### src/cmb_pkg.sv
`default_nettype none
package cmb_pkg;

  //////////////////////////////////////////////////////////////////////////////
  // Sizes
  localparam int unsigned GROUP_CELLS = 8;
  localparam int unsigned OUTPUT_CELLS = 16;
  localparam int unsigned INPUT_CELLS = 24;
  localparam int unsigned CELLS_PER_TERM = 4;
  localparam int unsigned INPUT_TERMS = 6;
  localparam int unsigned BUS_BYTE = 8;
  localparam int unsigned ADDR_BITS = 16;

  //////////////////////////////////////////////////////////////////////////////
  // Register map: page in A15..A8, offset in A7..A0
  localparam logic [7:0] BLOCK_PAGE = 8'h80;
  localparam logic [7:0] OFS_MAILBOX_OUT = 8'h04;
  localparam logic [7:0] OFS_INPUT_A = 8'h18;
  localparam logic [7:0] OFS_INPUT_B = 8'h19;
  localparam logic [7:0] OFS_INPUT_C = 8'h1a;
  localparam logic [7:0] OFS_CELLS_AB = 8'h20;
  localparam logic [7:0] OFS_CELLS_BC = 8'h21;
  localparam logic [7:0] OFS_MASK_AB = 8'h22;
  localparam logic [7:0] OFS_MASK_BC = 8'h23;

  //////////////////////////////////////////////////////////////////////////////
  // Reset values
  localparam logic [7:0] MASK_RESET = 8'h00;
  localparam logic [7:0] BYTE_ZERO = 8'h00;
  localparam logic [15:0] ADDR_RESET = 16'h0000;

  //////////////////////////////////////////////////////////////////////////////
  // Modes and targets
  typedef enum logic [1:0] {CMB_IN_PASS, CMB_IN_LATCH, CMB_IN_REG} cmb_in_mode_t;
  typedef enum logic {CMB_BUS_WR_RD, CMB_BUS_RW_E} cmb_bus_type_t;
  typedef enum logic {CMB_LOAD_EDGE, CMB_LOAD_LEVEL} cmb_load_type_t;
  typedef enum logic [3:0] {
    CMB_TGT_NONE,
    CMB_TGT_CELLS_AB,
    CMB_TGT_CELLS_BC,
    CMB_TGT_MASK_AB,
    CMB_TGT_MASK_BC,
    CMB_TGT_MAILBOX,
    CMB_TGT_INPUT_A,
    CMB_TGT_INPUT_B,
    CMB_TGT_INPUT_C
  } cmb_target_t;

  function automatic cmb_target_t cmb_decode(input logic [15:0] addr);
    cmb_target_t tgt;
    tgt = CMB_TGT_NONE;
    if (addr[15:8] == BLOCK_PAGE)
    begin
      case (addr[7:0])
        OFS_CELLS_AB: tgt = CMB_TGT_CELLS_AB;
        OFS_CELLS_BC: tgt = CMB_TGT_CELLS_BC;
        OFS_MASK_AB: tgt = CMB_TGT_MASK_AB;
        OFS_MASK_BC: tgt = CMB_TGT_MASK_BC;
        OFS_MAILBOX_OUT: tgt = CMB_TGT_MAILBOX;
        OFS_INPUT_A: tgt = CMB_TGT_INPUT_A;
        OFS_INPUT_B: tgt = CMB_TGT_INPUT_B;
        OFS_INPUT_C: tgt = CMB_TGT_INPUT_C;
        default: tgt = CMB_TGT_NONE;
      endcase
    end
    return tgt;
  endfunction

endpackage
`default_nettype wire

### src/cmb_load_if.sv
`timescale 1ns/1ps
`default_nettype none
interface cmb_load_if;
  logic load_ab;
  logic load_bc;
  logic [cmb_pkg::GROUP_CELLS-1:0] wdata;
  logic [cmb_pkg::GROUP_CELLS-1:0] mask_ab;
  logic [cmb_pkg::GROUP_CELLS-1:0] mask_bc;
  logic [cmb_pkg::OUTPUT_CELLS-1:0] cell_q;
  modport ctrl (output load_ab, load_bc, wdata, mask_ab, mask_bc, input cell_q);
  modport cells (input load_ab, load_bc, wdata, mask_ab, mask_bc, output cell_q);
endinterface
`default_nettype wire

### src/cmb_top.sv
`timescale 1ns/1ps
`default_nettype none

//////////////////////////////////////////////////////////////////////////////
// How it works
// - Two write masks, one per group of eight output cells, masked independently.
// - Both write masks reset to zero so every output cell accepts loads.
// - A set mask bit blocks host loads to that cell; others load normally.
// - Pin driver enable is an enable term ORed with direction output.
// - Output pin without enable equation drives from power-up onward.
// - Internal-node cells free their pin yet still feed back into the array.
// - Twenty-four input cells, one per pin of ports A, B and C.
// - Each input cell is a latch, an edge register or pass-through.
// - The host reads the input cell outputs over the internal bus.
// - Input cell enable selects either a product term or address strobe.
// - One enable term per four input cells: bits 3-0 and 7-4.
// - Address-strobe capture of upper address bits feeds the logic array.
// - Mailbox: master writes data-out, slave reads; slave writes inputs, master reads.
// - Slave read and write terms come from slave strobes and chip select.
// - Multiplexed bus address captured on strobe and presented outward.
// - Shared port driven only during a read of a mapped resource.
// - Control pin roles follow the host type; data bus is eight bits.
// - Unused control 2 serves as logic input; other spare pins are free.
// - Host loads into output cells override internal clock, preset and clear.
// - Output cells load on write trailing edge or while write is active.
module cmb_top (
  input wire logic i_clock,
  input wire logic i_reset,
  input wire logic [cmb_pkg::ADDR_BITS-1:0] i_shared_addr_data_port,
  output logic [cmb_pkg::BUS_BYTE-1:0] o_shared_addr_data_port_out,
  output logic o_shared_addr_data_port_oe_n,
  input wire logic i_control_pin_zero,
  input wire logic i_control_pin_one,
  input wire logic i_control_pin_two,
  input wire logic i_port_d_pin_zero,
  input wire cmb_pkg::cmb_bus_type_t i_bus_type,
  input wire logic i_muxed,
  input wire cmb_pkg::cmb_load_type_t i_load_type,
  input wire logic i_program_store_used,
  output logic o_control_two_logic,
  output logic [cmb_pkg::ADDR_BITS-1:0] o_latched_addr,
  input wire logic [cmb_pkg::INPUT_CELLS-1:0] i_port_pins,
  input wire cmb_pkg::cmb_in_mode_t [cmb_pkg::INPUT_CELLS-1:0] i_in_mode,
  input wire logic [cmb_pkg::INPUT_TERMS-1:0] i_in_strobe_sel,
  input wire logic [cmb_pkg::INPUT_TERMS-1:0] i_in_term_enable,
  output logic [cmb_pkg::INPUT_CELLS-1:0] o_input_cells,
  input wire logic [cmb_pkg::OUTPUT_CELLS-1:0] i_term_d,
  input wire logic [cmb_pkg::OUTPUT_CELLS-1:0] i_term_clk,
  input wire logic [cmb_pkg::OUTPUT_CELLS-1:0] i_term_preset,
  input wire logic [cmb_pkg::OUTPUT_CELLS-1:0] i_term_clear,
  input wire logic [cmb_pkg::OUTPUT_CELLS-1:0] i_comb_sel,
  input wire logic [cmb_pkg::OUTPUT_CELLS-1:0] i_comb_value,
  input wire logic [cmb_pkg::OUTPUT_CELLS-1:0] i_oe_term,
  input wire logic [cmb_pkg::OUTPUT_CELLS-1:0] i_dir_out,
  input wire logic [cmb_pkg::OUTPUT_CELLS-1:0] i_oe_eq_defined,
  input wire logic [cmb_pkg::OUTPUT_CELLS-1:0] i_pin_output,
  output logic [cmb_pkg::OUTPUT_CELLS-1:0] o_output_cells,
  output logic [cmb_pkg::OUTPUT_CELLS-1:0] o_cell_feedback,
  output logic [cmb_pkg::OUTPUT_CELLS-1:0] o_cell_pin_oe_n,
  input wire logic i_mailbox_en,
  input wire logic i_slave_rd_n,
  input wire logic i_slave_wr_n,
  input wire logic i_slave_cs,
  output logic [cmb_pkg::BUS_BYTE-1:0] o_mailbox_data,
  output logic o_mailbox_oe_n
);

  typedef enum logic {CMB_PH_IDLE, CMB_PH_WRITE} cmb_phase_t;

  typedef struct packed {
    cmb_phase_t phase;
    cmb_pkg::cmb_target_t target;
    logic [cmb_pkg::ADDR_BITS-1:0] addr;
    logic [cmb_pkg::BUS_BYTE-1:0] wdata;
    logic [cmb_pkg::BUS_BYTE-1:0] rdata;
    logic [cmb_pkg::BUS_BYTE-1:0] mask_ab;
    logic [cmb_pkg::BUS_BYTE-1:0] mask_bc;
    logic [cmb_pkg::BUS_BYTE-1:0] mailbox;
  } cmb_top_state_t;

  localparam cmb_top_state_t STATE_RESET = '{
    phase: CMB_PH_IDLE,
    target: cmb_pkg::CMB_TGT_NONE,
    addr: cmb_pkg::ADDR_RESET,
    wdata: cmb_pkg::BYTE_ZERO,
    rdata: cmb_pkg::BYTE_ZERO,
    mask_ab: cmb_pkg::MASK_RESET,
    mask_bc: cmb_pkg::MASK_RESET,
    mailbox: cmb_pkg::BYTE_ZERO
  };

  cmb_top_state_t st_reg;
  cmb_top_state_t st_next;

  cmb_load_if lif ();

  logic write_active;
  logic read_active;
  logic trailing;
  logic [cmb_pkg::ADDR_BITS-1:0] eff_addr;
  logic [cmb_pkg::BUS_BYTE-1:0] bus_data;
  cmb_pkg::cmb_target_t hit;
  logic slave_read;
  logic slave_write;
  logic [cmb_pkg::INPUT_TERMS-1:0] term_enable;
  logic read_claim;
  logic write_claim;

  //////////////////////////////////////////////////////////////////////////////
  // Any decoded resource claims the bus; unmapped space stays free for others
  function automatic logic mapped(input cmb_pkg::cmb_target_t tgt);
    return tgt != cmb_pkg::CMB_TGT_NONE;
  endfunction

  // Level loading follows the live decode so that a one-cycle strobe still lands
  function automatic logic group_load(
    input cmb_pkg::cmb_load_type_t ltype,
    input logic wr_on,
    input logic wr_end,
    input cmb_pkg::cmb_target_t live,
    input cmb_pkg::cmb_target_t held,
    input cmb_pkg::cmb_target_t group
  );
    logic go;
    if (ltype == cmb_pkg::CMB_LOAD_LEVEL)
      go = wr_on && live == group;
    else
      go = wr_end && held == group;
    return go;
  endfunction

  //////////////////////////////////////////////////////////////////////////////
  // Host strobes by bus type
  always_comb
  begin
    case (i_bus_type)
      cmb_pkg::CMB_BUS_RW_E:
      begin
        write_active = i_control_pin_one && !i_control_pin_zero;
        read_active = i_control_pin_one && i_control_pin_zero;
      end
      default:
      begin
        write_active = !i_control_pin_zero;
        read_active = !i_control_pin_one;
      end
    endcase
  end

  //////////////////////////////////////////////////////////////////////////////
  // Address and data paths
  // While the strobe is high the latch is transparent, so a single cycle
  // strobe still sees the live address
  assign eff_addr = (i_muxed && !i_port_d_pin_zero) ? st_reg.addr : i_shared_addr_data_port;
  assign bus_data = i_muxed ? i_shared_addr_data_port[cmb_pkg::BUS_BYTE-1:0]
                            : i_port_pins[cmb_pkg::BUS_BYTE-1:0];
  assign hit = cmb_pkg::cmb_decode(eff_addr);
  assign trailing = (st_reg.phase == CMB_PH_WRITE) && !write_active;
  assign write_claim = write_active && mapped(hit);

  // Control 2 becomes a plain logic input when not used as fetch strobe
  assign o_control_two_logic = i_program_store_used ? 1'b0 : i_control_pin_two;

  //////////////////////////////////////////////////////////////////////////////
  // Mailbox terms from the slave side
  assign slave_read = i_mailbox_en && i_slave_cs && !i_slave_rd_n;
  assign slave_write = i_mailbox_en && i_slave_cs && !i_slave_wr_n;

  always_comb
  begin
    term_enable = i_in_term_enable;
    // Port A nibbles are captured by the slave write term in mailbox use
    if (i_mailbox_en)
    begin
      term_enable[0] = slave_write;
      term_enable[1] = slave_write;
    end
  end

  //////////////////////////////////////////////////////////////////////////////
  // Bus sequencing and register file
  always_comb
  begin
    st_next = st_reg;
    if (i_port_d_pin_zero && i_muxed)
      st_next.addr = i_shared_addr_data_port;
    else if (!i_muxed)
      st_next.addr = i_shared_addr_data_port;
    case (hit)
      cmb_pkg::CMB_TGT_CELLS_AB: st_next.rdata = lif.cell_q[7:0];
      cmb_pkg::CMB_TGT_CELLS_BC: st_next.rdata = lif.cell_q[15:8];
      cmb_pkg::CMB_TGT_MASK_AB: st_next.rdata = st_reg.mask_ab;
      cmb_pkg::CMB_TGT_MASK_BC: st_next.rdata = st_reg.mask_bc;
      cmb_pkg::CMB_TGT_MAILBOX: st_next.rdata = st_reg.mailbox;
      cmb_pkg::CMB_TGT_INPUT_A: st_next.rdata = o_input_cells[7:0];
      cmb_pkg::CMB_TGT_INPUT_B: st_next.rdata = o_input_cells[15:8];
      cmb_pkg::CMB_TGT_INPUT_C: st_next.rdata = o_input_cells[23:16];
      default: st_next.rdata = cmb_pkg::BYTE_ZERO;
    endcase
    case (st_reg.phase)
      CMB_PH_IDLE:
      begin
        if (write_claim)
        begin
          st_next.phase = CMB_PH_WRITE;
          st_next.target = hit;
          st_next.wdata = bus_data;
        end
      end
      CMB_PH_WRITE:
      begin
        if (write_active)
          st_next.wdata = bus_data;
        else
        begin
          // Registers commit on the trailing edge with the last sampled byte
          case (st_reg.target)
            cmb_pkg::CMB_TGT_MASK_AB: st_next.mask_ab = st_reg.wdata;
            cmb_pkg::CMB_TGT_MASK_BC: st_next.mask_bc = st_reg.wdata;
            cmb_pkg::CMB_TGT_MAILBOX: st_next.mailbox = st_reg.wdata;
            default: st_next.mailbox = st_reg.mailbox;
          endcase
          st_next.phase = CMB_PH_IDLE;
          st_next.target = cmb_pkg::CMB_TGT_NONE;
        end
      end
      default: st_next.phase = CMB_PH_IDLE;
    endcase
  end

  always_ff @(posedge i_clock)
  begin
    if (i_reset)
      st_reg <= STATE_RESET;
    else
      st_reg <= st_next;
  end

  //////////////////////////////////////////////////////////////////////////////
  // Output cell load strobes
  // Edge loading commits the byte sampled last before the strobe ended
  always_comb
  begin
    lif.load_ab = group_load(i_load_type, write_active, trailing, hit, st_reg.target,
                             cmb_pkg::CMB_TGT_CELLS_AB);
    lif.load_bc = group_load(i_load_type, write_active, trailing, hit, st_reg.target,
                             cmb_pkg::CMB_TGT_CELLS_BC);
    if (i_load_type == cmb_pkg::CMB_LOAD_LEVEL)
      lif.wdata = bus_data;
    else
      lif.wdata = st_reg.wdata;
    lif.mask_ab = st_reg.mask_ab;
    lif.mask_bc = st_reg.mask_bc;
  end

  //////////////////////////////////////////////////////////////////////////////
  // Shared port drive; data is one cycle behind the address
  assign read_claim = read_active && mapped(hit);
  assign o_shared_addr_data_port_oe_n = !read_claim;
  assign o_shared_addr_data_port_out = st_reg.rdata;
  assign o_latched_addr = st_reg.addr;
  assign o_mailbox_data = st_reg.mailbox;
  assign o_mailbox_oe_n = !slave_read;

  //////////////////////////////////////////////////////////////////////////////
  cmb_output_cells u_output_cells (
    .i_clock(i_clock),
    .i_reset(i_reset),
    .lif(lif.cells),
    .i_term_d(i_term_d),
    .i_term_clk(i_term_clk),
    .i_term_preset(i_term_preset),
    .i_term_clear(i_term_clear),
    .i_comb_sel(i_comb_sel),
    .i_comb_value(i_comb_value),
    .i_oe_term(i_oe_term),
    .i_dir_out(i_dir_out),
    .i_oe_eq_defined(i_oe_eq_defined),
    .i_pin_output(i_pin_output),
    .o_cell_out(o_output_cells),
    .o_feedback(o_cell_feedback),
    .o_pin_oe_n(o_cell_pin_oe_n)
  );

  // Upper address bits on port pins are captured here under address strobe
  cmb_input_cells u_input_cells (
    .i_clock(i_clock),
    .i_reset(i_reset),
    .i_port_pins(i_port_pins),
    .i_mode(i_in_mode),
    .i_strobe_sel(i_in_strobe_sel),
    .i_term_enable(term_enable),
    .i_addr_strobe(i_port_d_pin_zero),
    .o_cell_q(o_input_cells)
  );

endmodule
`default_nettype wire

### src/cmb_output_cells.sv
`timescale 1ns/1ps
`default_nettype none
module cmb_output_cells (
  input wire logic i_clock,
  input wire logic i_reset,
  cmb_load_if.cells lif,
  input wire logic [cmb_pkg::OUTPUT_CELLS-1:0] i_term_d,
  input wire logic [cmb_pkg::OUTPUT_CELLS-1:0] i_term_clk,
  input wire logic [cmb_pkg::OUTPUT_CELLS-1:0] i_term_preset,
  input wire logic [cmb_pkg::OUTPUT_CELLS-1:0] i_term_clear,
  input wire logic [cmb_pkg::OUTPUT_CELLS-1:0] i_comb_sel,
  input wire logic [cmb_pkg::OUTPUT_CELLS-1:0] i_comb_value,
  input wire logic [cmb_pkg::OUTPUT_CELLS-1:0] i_oe_term,
  input wire logic [cmb_pkg::OUTPUT_CELLS-1:0] i_dir_out,
  input wire logic [cmb_pkg::OUTPUT_CELLS-1:0] i_oe_eq_defined,
  input wire logic [cmb_pkg::OUTPUT_CELLS-1:0] i_pin_output,
  output logic [cmb_pkg::OUTPUT_CELLS-1:0] o_cell_out,
  output logic [cmb_pkg::OUTPUT_CELLS-1:0] o_feedback,
  output logic [cmb_pkg::OUTPUT_CELLS-1:0] o_pin_oe_n
);

  typedef struct packed {
    logic [cmb_pkg::OUTPUT_CELLS-1:0] q;
    logic [cmb_pkg::OUTPUT_CELLS-1:0] clk_prev;
  } cmb_ocell_state_t;

  cmb_ocell_state_t st_reg;
  cmb_ocell_state_t st_next;
  logic [cmb_pkg::OUTPUT_CELLS-1:0] host_load;
  logic [cmb_pkg::OUTPUT_CELLS-1:0] host_bits;
  logic [cmb_pkg::OUTPUT_CELLS-1:0] drive_on;

  //////////////////////////////////////////////////////////////////////////////
  always_comb
  begin
    st_next = st_reg;
    host_load = {{cmb_pkg::GROUP_CELLS{lif.load_bc}} & ~lif.mask_bc,
                 {cmb_pkg::GROUP_CELLS{lif.load_ab}} & ~lif.mask_ab};
    host_bits = {lif.wdata, lif.wdata};
    st_next.clk_prev = i_term_clk;
    for (int i = 0; i < cmb_pkg::OUTPUT_CELLS; i++)
    begin
      // Host load sits above clear, preset and clock so software always wins
      if (host_load[i])
        st_next.q[i] = host_bits[i];
      else if (i_term_clear[i])
        st_next.q[i] = 1'b0;
      else if (i_term_preset[i])
        st_next.q[i] = 1'b1;
      else if (i_term_clk[i] && !st_reg.clk_prev[i])
        st_next.q[i] = i_term_d[i];
    end
    o_cell_out = (i_comb_sel & i_comb_value) | (~i_comb_sel & st_reg.q);
    o_feedback = o_cell_out;
    // Without an enable equation a declared output drives from reset on
    drive_on = i_pin_output & (~i_oe_eq_defined | i_oe_term | i_dir_out);
    o_pin_oe_n = ~drive_on;
    lif.cell_q = st_reg.q;
  end

  always_ff @(posedge i_clock)
  begin
    if (i_reset)
      st_reg <= '0;
    else
      st_reg <= st_next;
  end

endmodule
`default_nettype wire

### src/cmb_input_cells.sv
`timescale 1ns/1ps
`default_nettype none
module cmb_input_cells (
  input wire logic i_clock,
  input wire logic i_reset,
  input wire logic [cmb_pkg::INPUT_CELLS-1:0] i_port_pins,
  input wire cmb_pkg::cmb_in_mode_t [cmb_pkg::INPUT_CELLS-1:0] i_mode,
  input wire logic [cmb_pkg::INPUT_TERMS-1:0] i_strobe_sel,
  input wire logic [cmb_pkg::INPUT_TERMS-1:0] i_term_enable,
  input wire logic i_addr_strobe,
  output logic [cmb_pkg::INPUT_CELLS-1:0] o_cell_q
);

  typedef struct packed {
    logic [cmb_pkg::INPUT_CELLS-1:0] held;
    logic [cmb_pkg::INPUT_TERMS-1:0] en_prev;
  } cmb_icell_state_t;

  cmb_icell_state_t st_reg;
  cmb_icell_state_t st_next;
  logic [cmb_pkg::INPUT_TERMS-1:0] enable;
  logic en_bit;
  logic rise_bit;

  //////////////////////////////////////////////////////////////////////////////
  always_comb
  begin
    st_next = st_reg;
    en_bit = 1'b0;
    rise_bit = 1'b0;
    for (int g = 0; g < cmb_pkg::INPUT_TERMS; g++)
      enable[g] = i_strobe_sel[g] ? i_addr_strobe : i_term_enable[g];
    st_next.en_prev = enable;
    for (int i = 0; i < cmb_pkg::INPUT_CELLS; i++)
    begin
      // One enable per nibble: bits 3-0 and 7-4 of each port
      en_bit = enable[i / cmb_pkg::CELLS_PER_TERM];
      rise_bit = en_bit && !st_reg.en_prev[i / cmb_pkg::CELLS_PER_TERM];
      case (i_mode[i])
        cmb_pkg::CMB_IN_LATCH:
        begin
          if (en_bit)
            st_next.held[i] = i_port_pins[i];
          o_cell_q[i] = en_bit ? i_port_pins[i] : st_reg.held[i];
        end
        cmb_pkg::CMB_IN_REG:
        begin
          if (rise_bit)
            st_next.held[i] = i_port_pins[i];
          o_cell_q[i] = st_reg.held[i];
        end
        default:
          o_cell_q[i] = i_port_pins[i];
      endcase
    end
  end

  always_ff @(posedge i_clock)
  begin
    if (i_reset)
      st_reg <= '0;
    else
      st_reg <= st_next;
  end

endmodule
`default_nettype wire

### config.mk
export PLATFORM = sky130hd
export DESIGN_NAME = cmb_top
export DESIGN_NICKNAME = d
export VERILOG_FILES = /design/src/cmb_pkg.sv /design/src/cmb_load_if.sv /design/src/cmb_top.sv /design/src/cmb_output_cells.sv /design/src/cmb_input_cells.sv
export SDC_FILE = /design/constraint.sdc
export NUM_CORES = 1
export LEC_CHECK = 0
export ABC_AREA = 1
export BUFFER_PORTS_ARGS = -buffer_cell sky130_fd_sc_hd__buf_2
export CAP_MARGIN = 20
export CORE_ASPECT_RATIO = 0.75
export CORE_MARGIN = 10
export CORE_UTILIZATION = 30
export CTS_CLUSTER_SIZE = 10
export DETAILED_ROUTE_END_ITERATION = 6
export SKIP_LAST_GASP = 1
export SLEW_MARGIN = 15
export SYNTH_ARGS = -nofsm -noshare
export SYNTH_HDL_FRONTEND = slang
export SYNTH_SLANG_ARGS = --single-unit
### constraint.sdc
create_clock -name i_clock -period 3 [get_ports i_clock]
set_input_delay 0.75 -clock i_clock [delete_from_list [all_inputs] [get_ports i_clock]]
set_output_delay 0.75 -clock i_clock [all_outputs]
set_load 0.02 [all_outputs]
==> impl_metrics.py <==
metrics = {
    "outcome": {
        "status": "completed",
    },
    "route": {
        "drtAntennaViolNets": 0,
        "routed-via-count": 10070,
        "top_layer_used": "met4",
        "wl_um": 34600,
        "post_drt_wl_per_cell_um": 16.0,
        "routed-wl-met2_um": 15900,
        "drt-met1-wl_um": 15500,
        "met3_length_um": 2630,
        "drc": 0,
        "via_per_inst": 4.64,
        "drtIter0Drc": 653,
        "dr.pass1.iters": 5,
    },
    "synth": {
        "ys.flop_type": "dfxtp_1",
        "ys_warn_count": 0,
        "yosys.area.top_type": "dfxtp_1",
        "synth-edff-count": 0,
        "ys_seq_area_share_pct": 28.3,
        "avgSynthCellArea_um2": 6.39,
        "synth_nets": 1684,
        "synth_area_mm2": 0.00871,
        "synthCells": 1362,
        "yosysTopAreaCellShare_pct": 28.3,
        "ys_ff_latch": 123,
        "yosysMostFrequentCell": "nand2_1",
        "synth.distinct_cells": 38,
        "synth_common_cells": "248 x nand2_1, 235 x inv_1, 165 x nor2_1, 123 x dfxtp_1, 114 x o21ai_0",
        "synthTopCellsByArea": "dfxtp_1 28%, nand2_1 11%, inv_1 10%",
        "async_flop_share_pct": 0,
    },
    "clock_network": {
        "cts_hold_buf": 0,
        "cts.sinks": 123,
        "cts_buffers": 17,
        "cts_tree": "built",
        "clk_pin_slew_ns": 0.06,
        "htree_levels": 4,
        "root_buffer": "clkbuf_16",
        "cts.path.max_buffers": 2,
        "worst_skew_pair.late_latency_ns": 0.44,
    },
    "finish": {
        "synthToLayoutAreaGrowth_pct": 38.5,
        "num-nets-final": 2090,
        "register_area_mm2": 0.00246,
        "finalNonFillerCells": 2168,
        "num-fill-cells": 3004,
        "drive_above_1_share_pct": 31.7,
        "largest_reg_flops": 30,
        "multi_input_area_mm2": 0.00490,
    },
    "min_path": {
        "min_path_type": "register to register",
    },
    "floorplan": {
        "initial_core_util_pct": 30.7,
        "die-area_mm2": 0.0363,
        "die_h_um": 168,
        "num_rows": 53,
        "dieWidth_um": 217,
        "num_io_pins": 381,
        "core_area_mm2": 0.0283,
    },
    "sta": {
        "fin_skew_ns": 0.00932,
        "worstMarginPinSlew_ns": 0.699,
        "fmax_ghz": 0.336,
        "finalSetupViolCount": 0,
        "timing.final.ws_setup_ns": 0.0277,
        "period_share_pct": 99.1,
        "relSlewSlack_pct": 52.9,
        "grt_setup_unrepaired": "true",
        "finalCriticalPeriod_ns": 2.97,
        "finalMaxSlewViolations": 0,
        "timing.final.hold_violations": 0,
    },
    "pwr": {
        "vdd_drop_max_v": 0.000358,
        "p_per_area_mw_per_mm2": 425,
        "total_power_mw": 5.12,
        "leakage_nw": 6.53,
    },
    "flow_run": {
        "cap_viol_max_count": 0,
    },
    "placement": {
        "pre_cts_slack_ns": -0.0663,
        "dpl.hpwl_um": 28700,
        "gp_congestion": 0.891,
        "port_buffers": 380,
        "dp.cells": 2122,
    },
    "critical_path": {
        "cp-start-kind": "input port",
        "end_kind": "output port",
        "crit_required_ns": 2.25,
        "cp.arrival_ns": 2.22,
        "path_class": "input port to output port",
        "path_max_fanout": 15,
    },
    "global_route": {
        "antenna_found_initial": 1,
        "grt_overflow": 0,
        "grt_pass1_wl_um": 53000,
        "grt_pass1_vias": 9720,
        "grt_usage_pct": 18.3,
        "grt_start_max_net_pins": 51,
    },
}
## layout by cell type (no fill, tap or decap), types with 4 or more instances in the layout
master and instances:
a21oi_1 101, buf_2 372, clkbuf_16 17, or2_2 16
buf_12 11, o31ai_1 16, ha_1 48, mux2_2 6
nand3_1 88, nor2_1 164, nand3b_1 6, a22oi_1 13
o211ai_1 15, buf_4 84, nand4_1 19, inv_2 8
nand2_1 244, a221oi_1 5, dfxtp_1 123, o211a_1 4
o21ai_0 108, a22oi_2 11, inv_6 7, a211oi_1 11
nand2_2 7, nor2_4 5, o21ai_1 12, inv_1 232
## per-layer routing
metal / vias up / global-route usage [%]
li1: 5189 / -
met1: 4512 / 23.1
met2: 334 / 29.7
met3: 35 / 5.11
met4: 0 / 5.22
met5: - / 0
## worst max-delay path: stages
cell and delay [ns]:
buf_2 0.10, inv_2 0.09, buf_12 0.15, buf_12 0.12, nand2_1 0.05, o21a_1 0.12, buf_4 0.15, nand2_1 0.05
o21ai_0 0.11, inv_1 0.09, nand2_1 0.07, a22oi_2 0.21, buf_6 0.15
## path summary, 6_finish.rpt
path | startpoint | slack (ns) | cells after the start | to
worst min register to register | st_reg[58] | 0.48 | 2 | st_reg[58]
worst min-delay path | st_reg[58] | 0.48 | 2 | st_reg[58]
worst max-delay path | i_port_d_pin_zero | 0.03 | 13 | o_input_cells[9]
worst max register to register | o_latched_addr[7] | 0.85 | 18 | o_shared_addr_data_port_out[4]
## metrics by stage
step / instance area (um2) / hold slack, ns / setup TNS, ns / util, %
floorplan: 8710 / 0.452 / 0 / -
global placement: 11300 / 0.464 / -0.166 / 39.8
detailed placement: 11300 / 0.470 / -0.290 / 39.8
CTS: 11900 / 0.481 / 0 / 42.0
global route: 12100 / 0.513 / -0.118 / 42.6
finish: 12100 / 0.481 / 0 / 42.6
## area by class of cell
cell class | count | area share, %
clock inverter | 14 | 1.11
sequential | 123 | 20.4
multi-input combinational | 917 | 40.6
timing repair buffer | 469 | 22.7
clock buffer | 18 | 3.64
tap | 385 | 4.00
inverter | 240 | 7.47
antenna | 2 | 0.0415
## logic make-up (layout without fill, tap and decap cells)
group / Yosys count / in the layout / synth area share [%]
compound gates: 304 / 304 / 20.1
fa+ha+maj: 48 / 48 / 6.90
buf+inv: 322 / 741 / 16.5
flops: 123 / 123 / 28.3
mux: 7 / 7 / 0.891
other cells: 0 / 2 / 0
simple gates: 558 / 558 / 27.4
## power breakdown
| part | internal [mW] | total [mW] | switching (mW) | leakage, nW |
|---|---|---|---|---|
| logic | 0.556 | 1.31 | 0.750 | 5.24 |
| registers | 1.71 | 1.75 | 0.0449 | 1.01 |
| clock network | 1.18 | 2.07 | 0.887 | 0.279 |
| total | 3.44 | 5.12 | 1.68 | 6.53 |
## timing repair
action                                  CTS  global route
hold endpoints to repair                  0             0
buffers inserted                          1            11
endpoints found under the setup margin   13            23
gates resized for setup                  12            28
pin swaps                                 2             9
(Power assumes the default switching activity.)
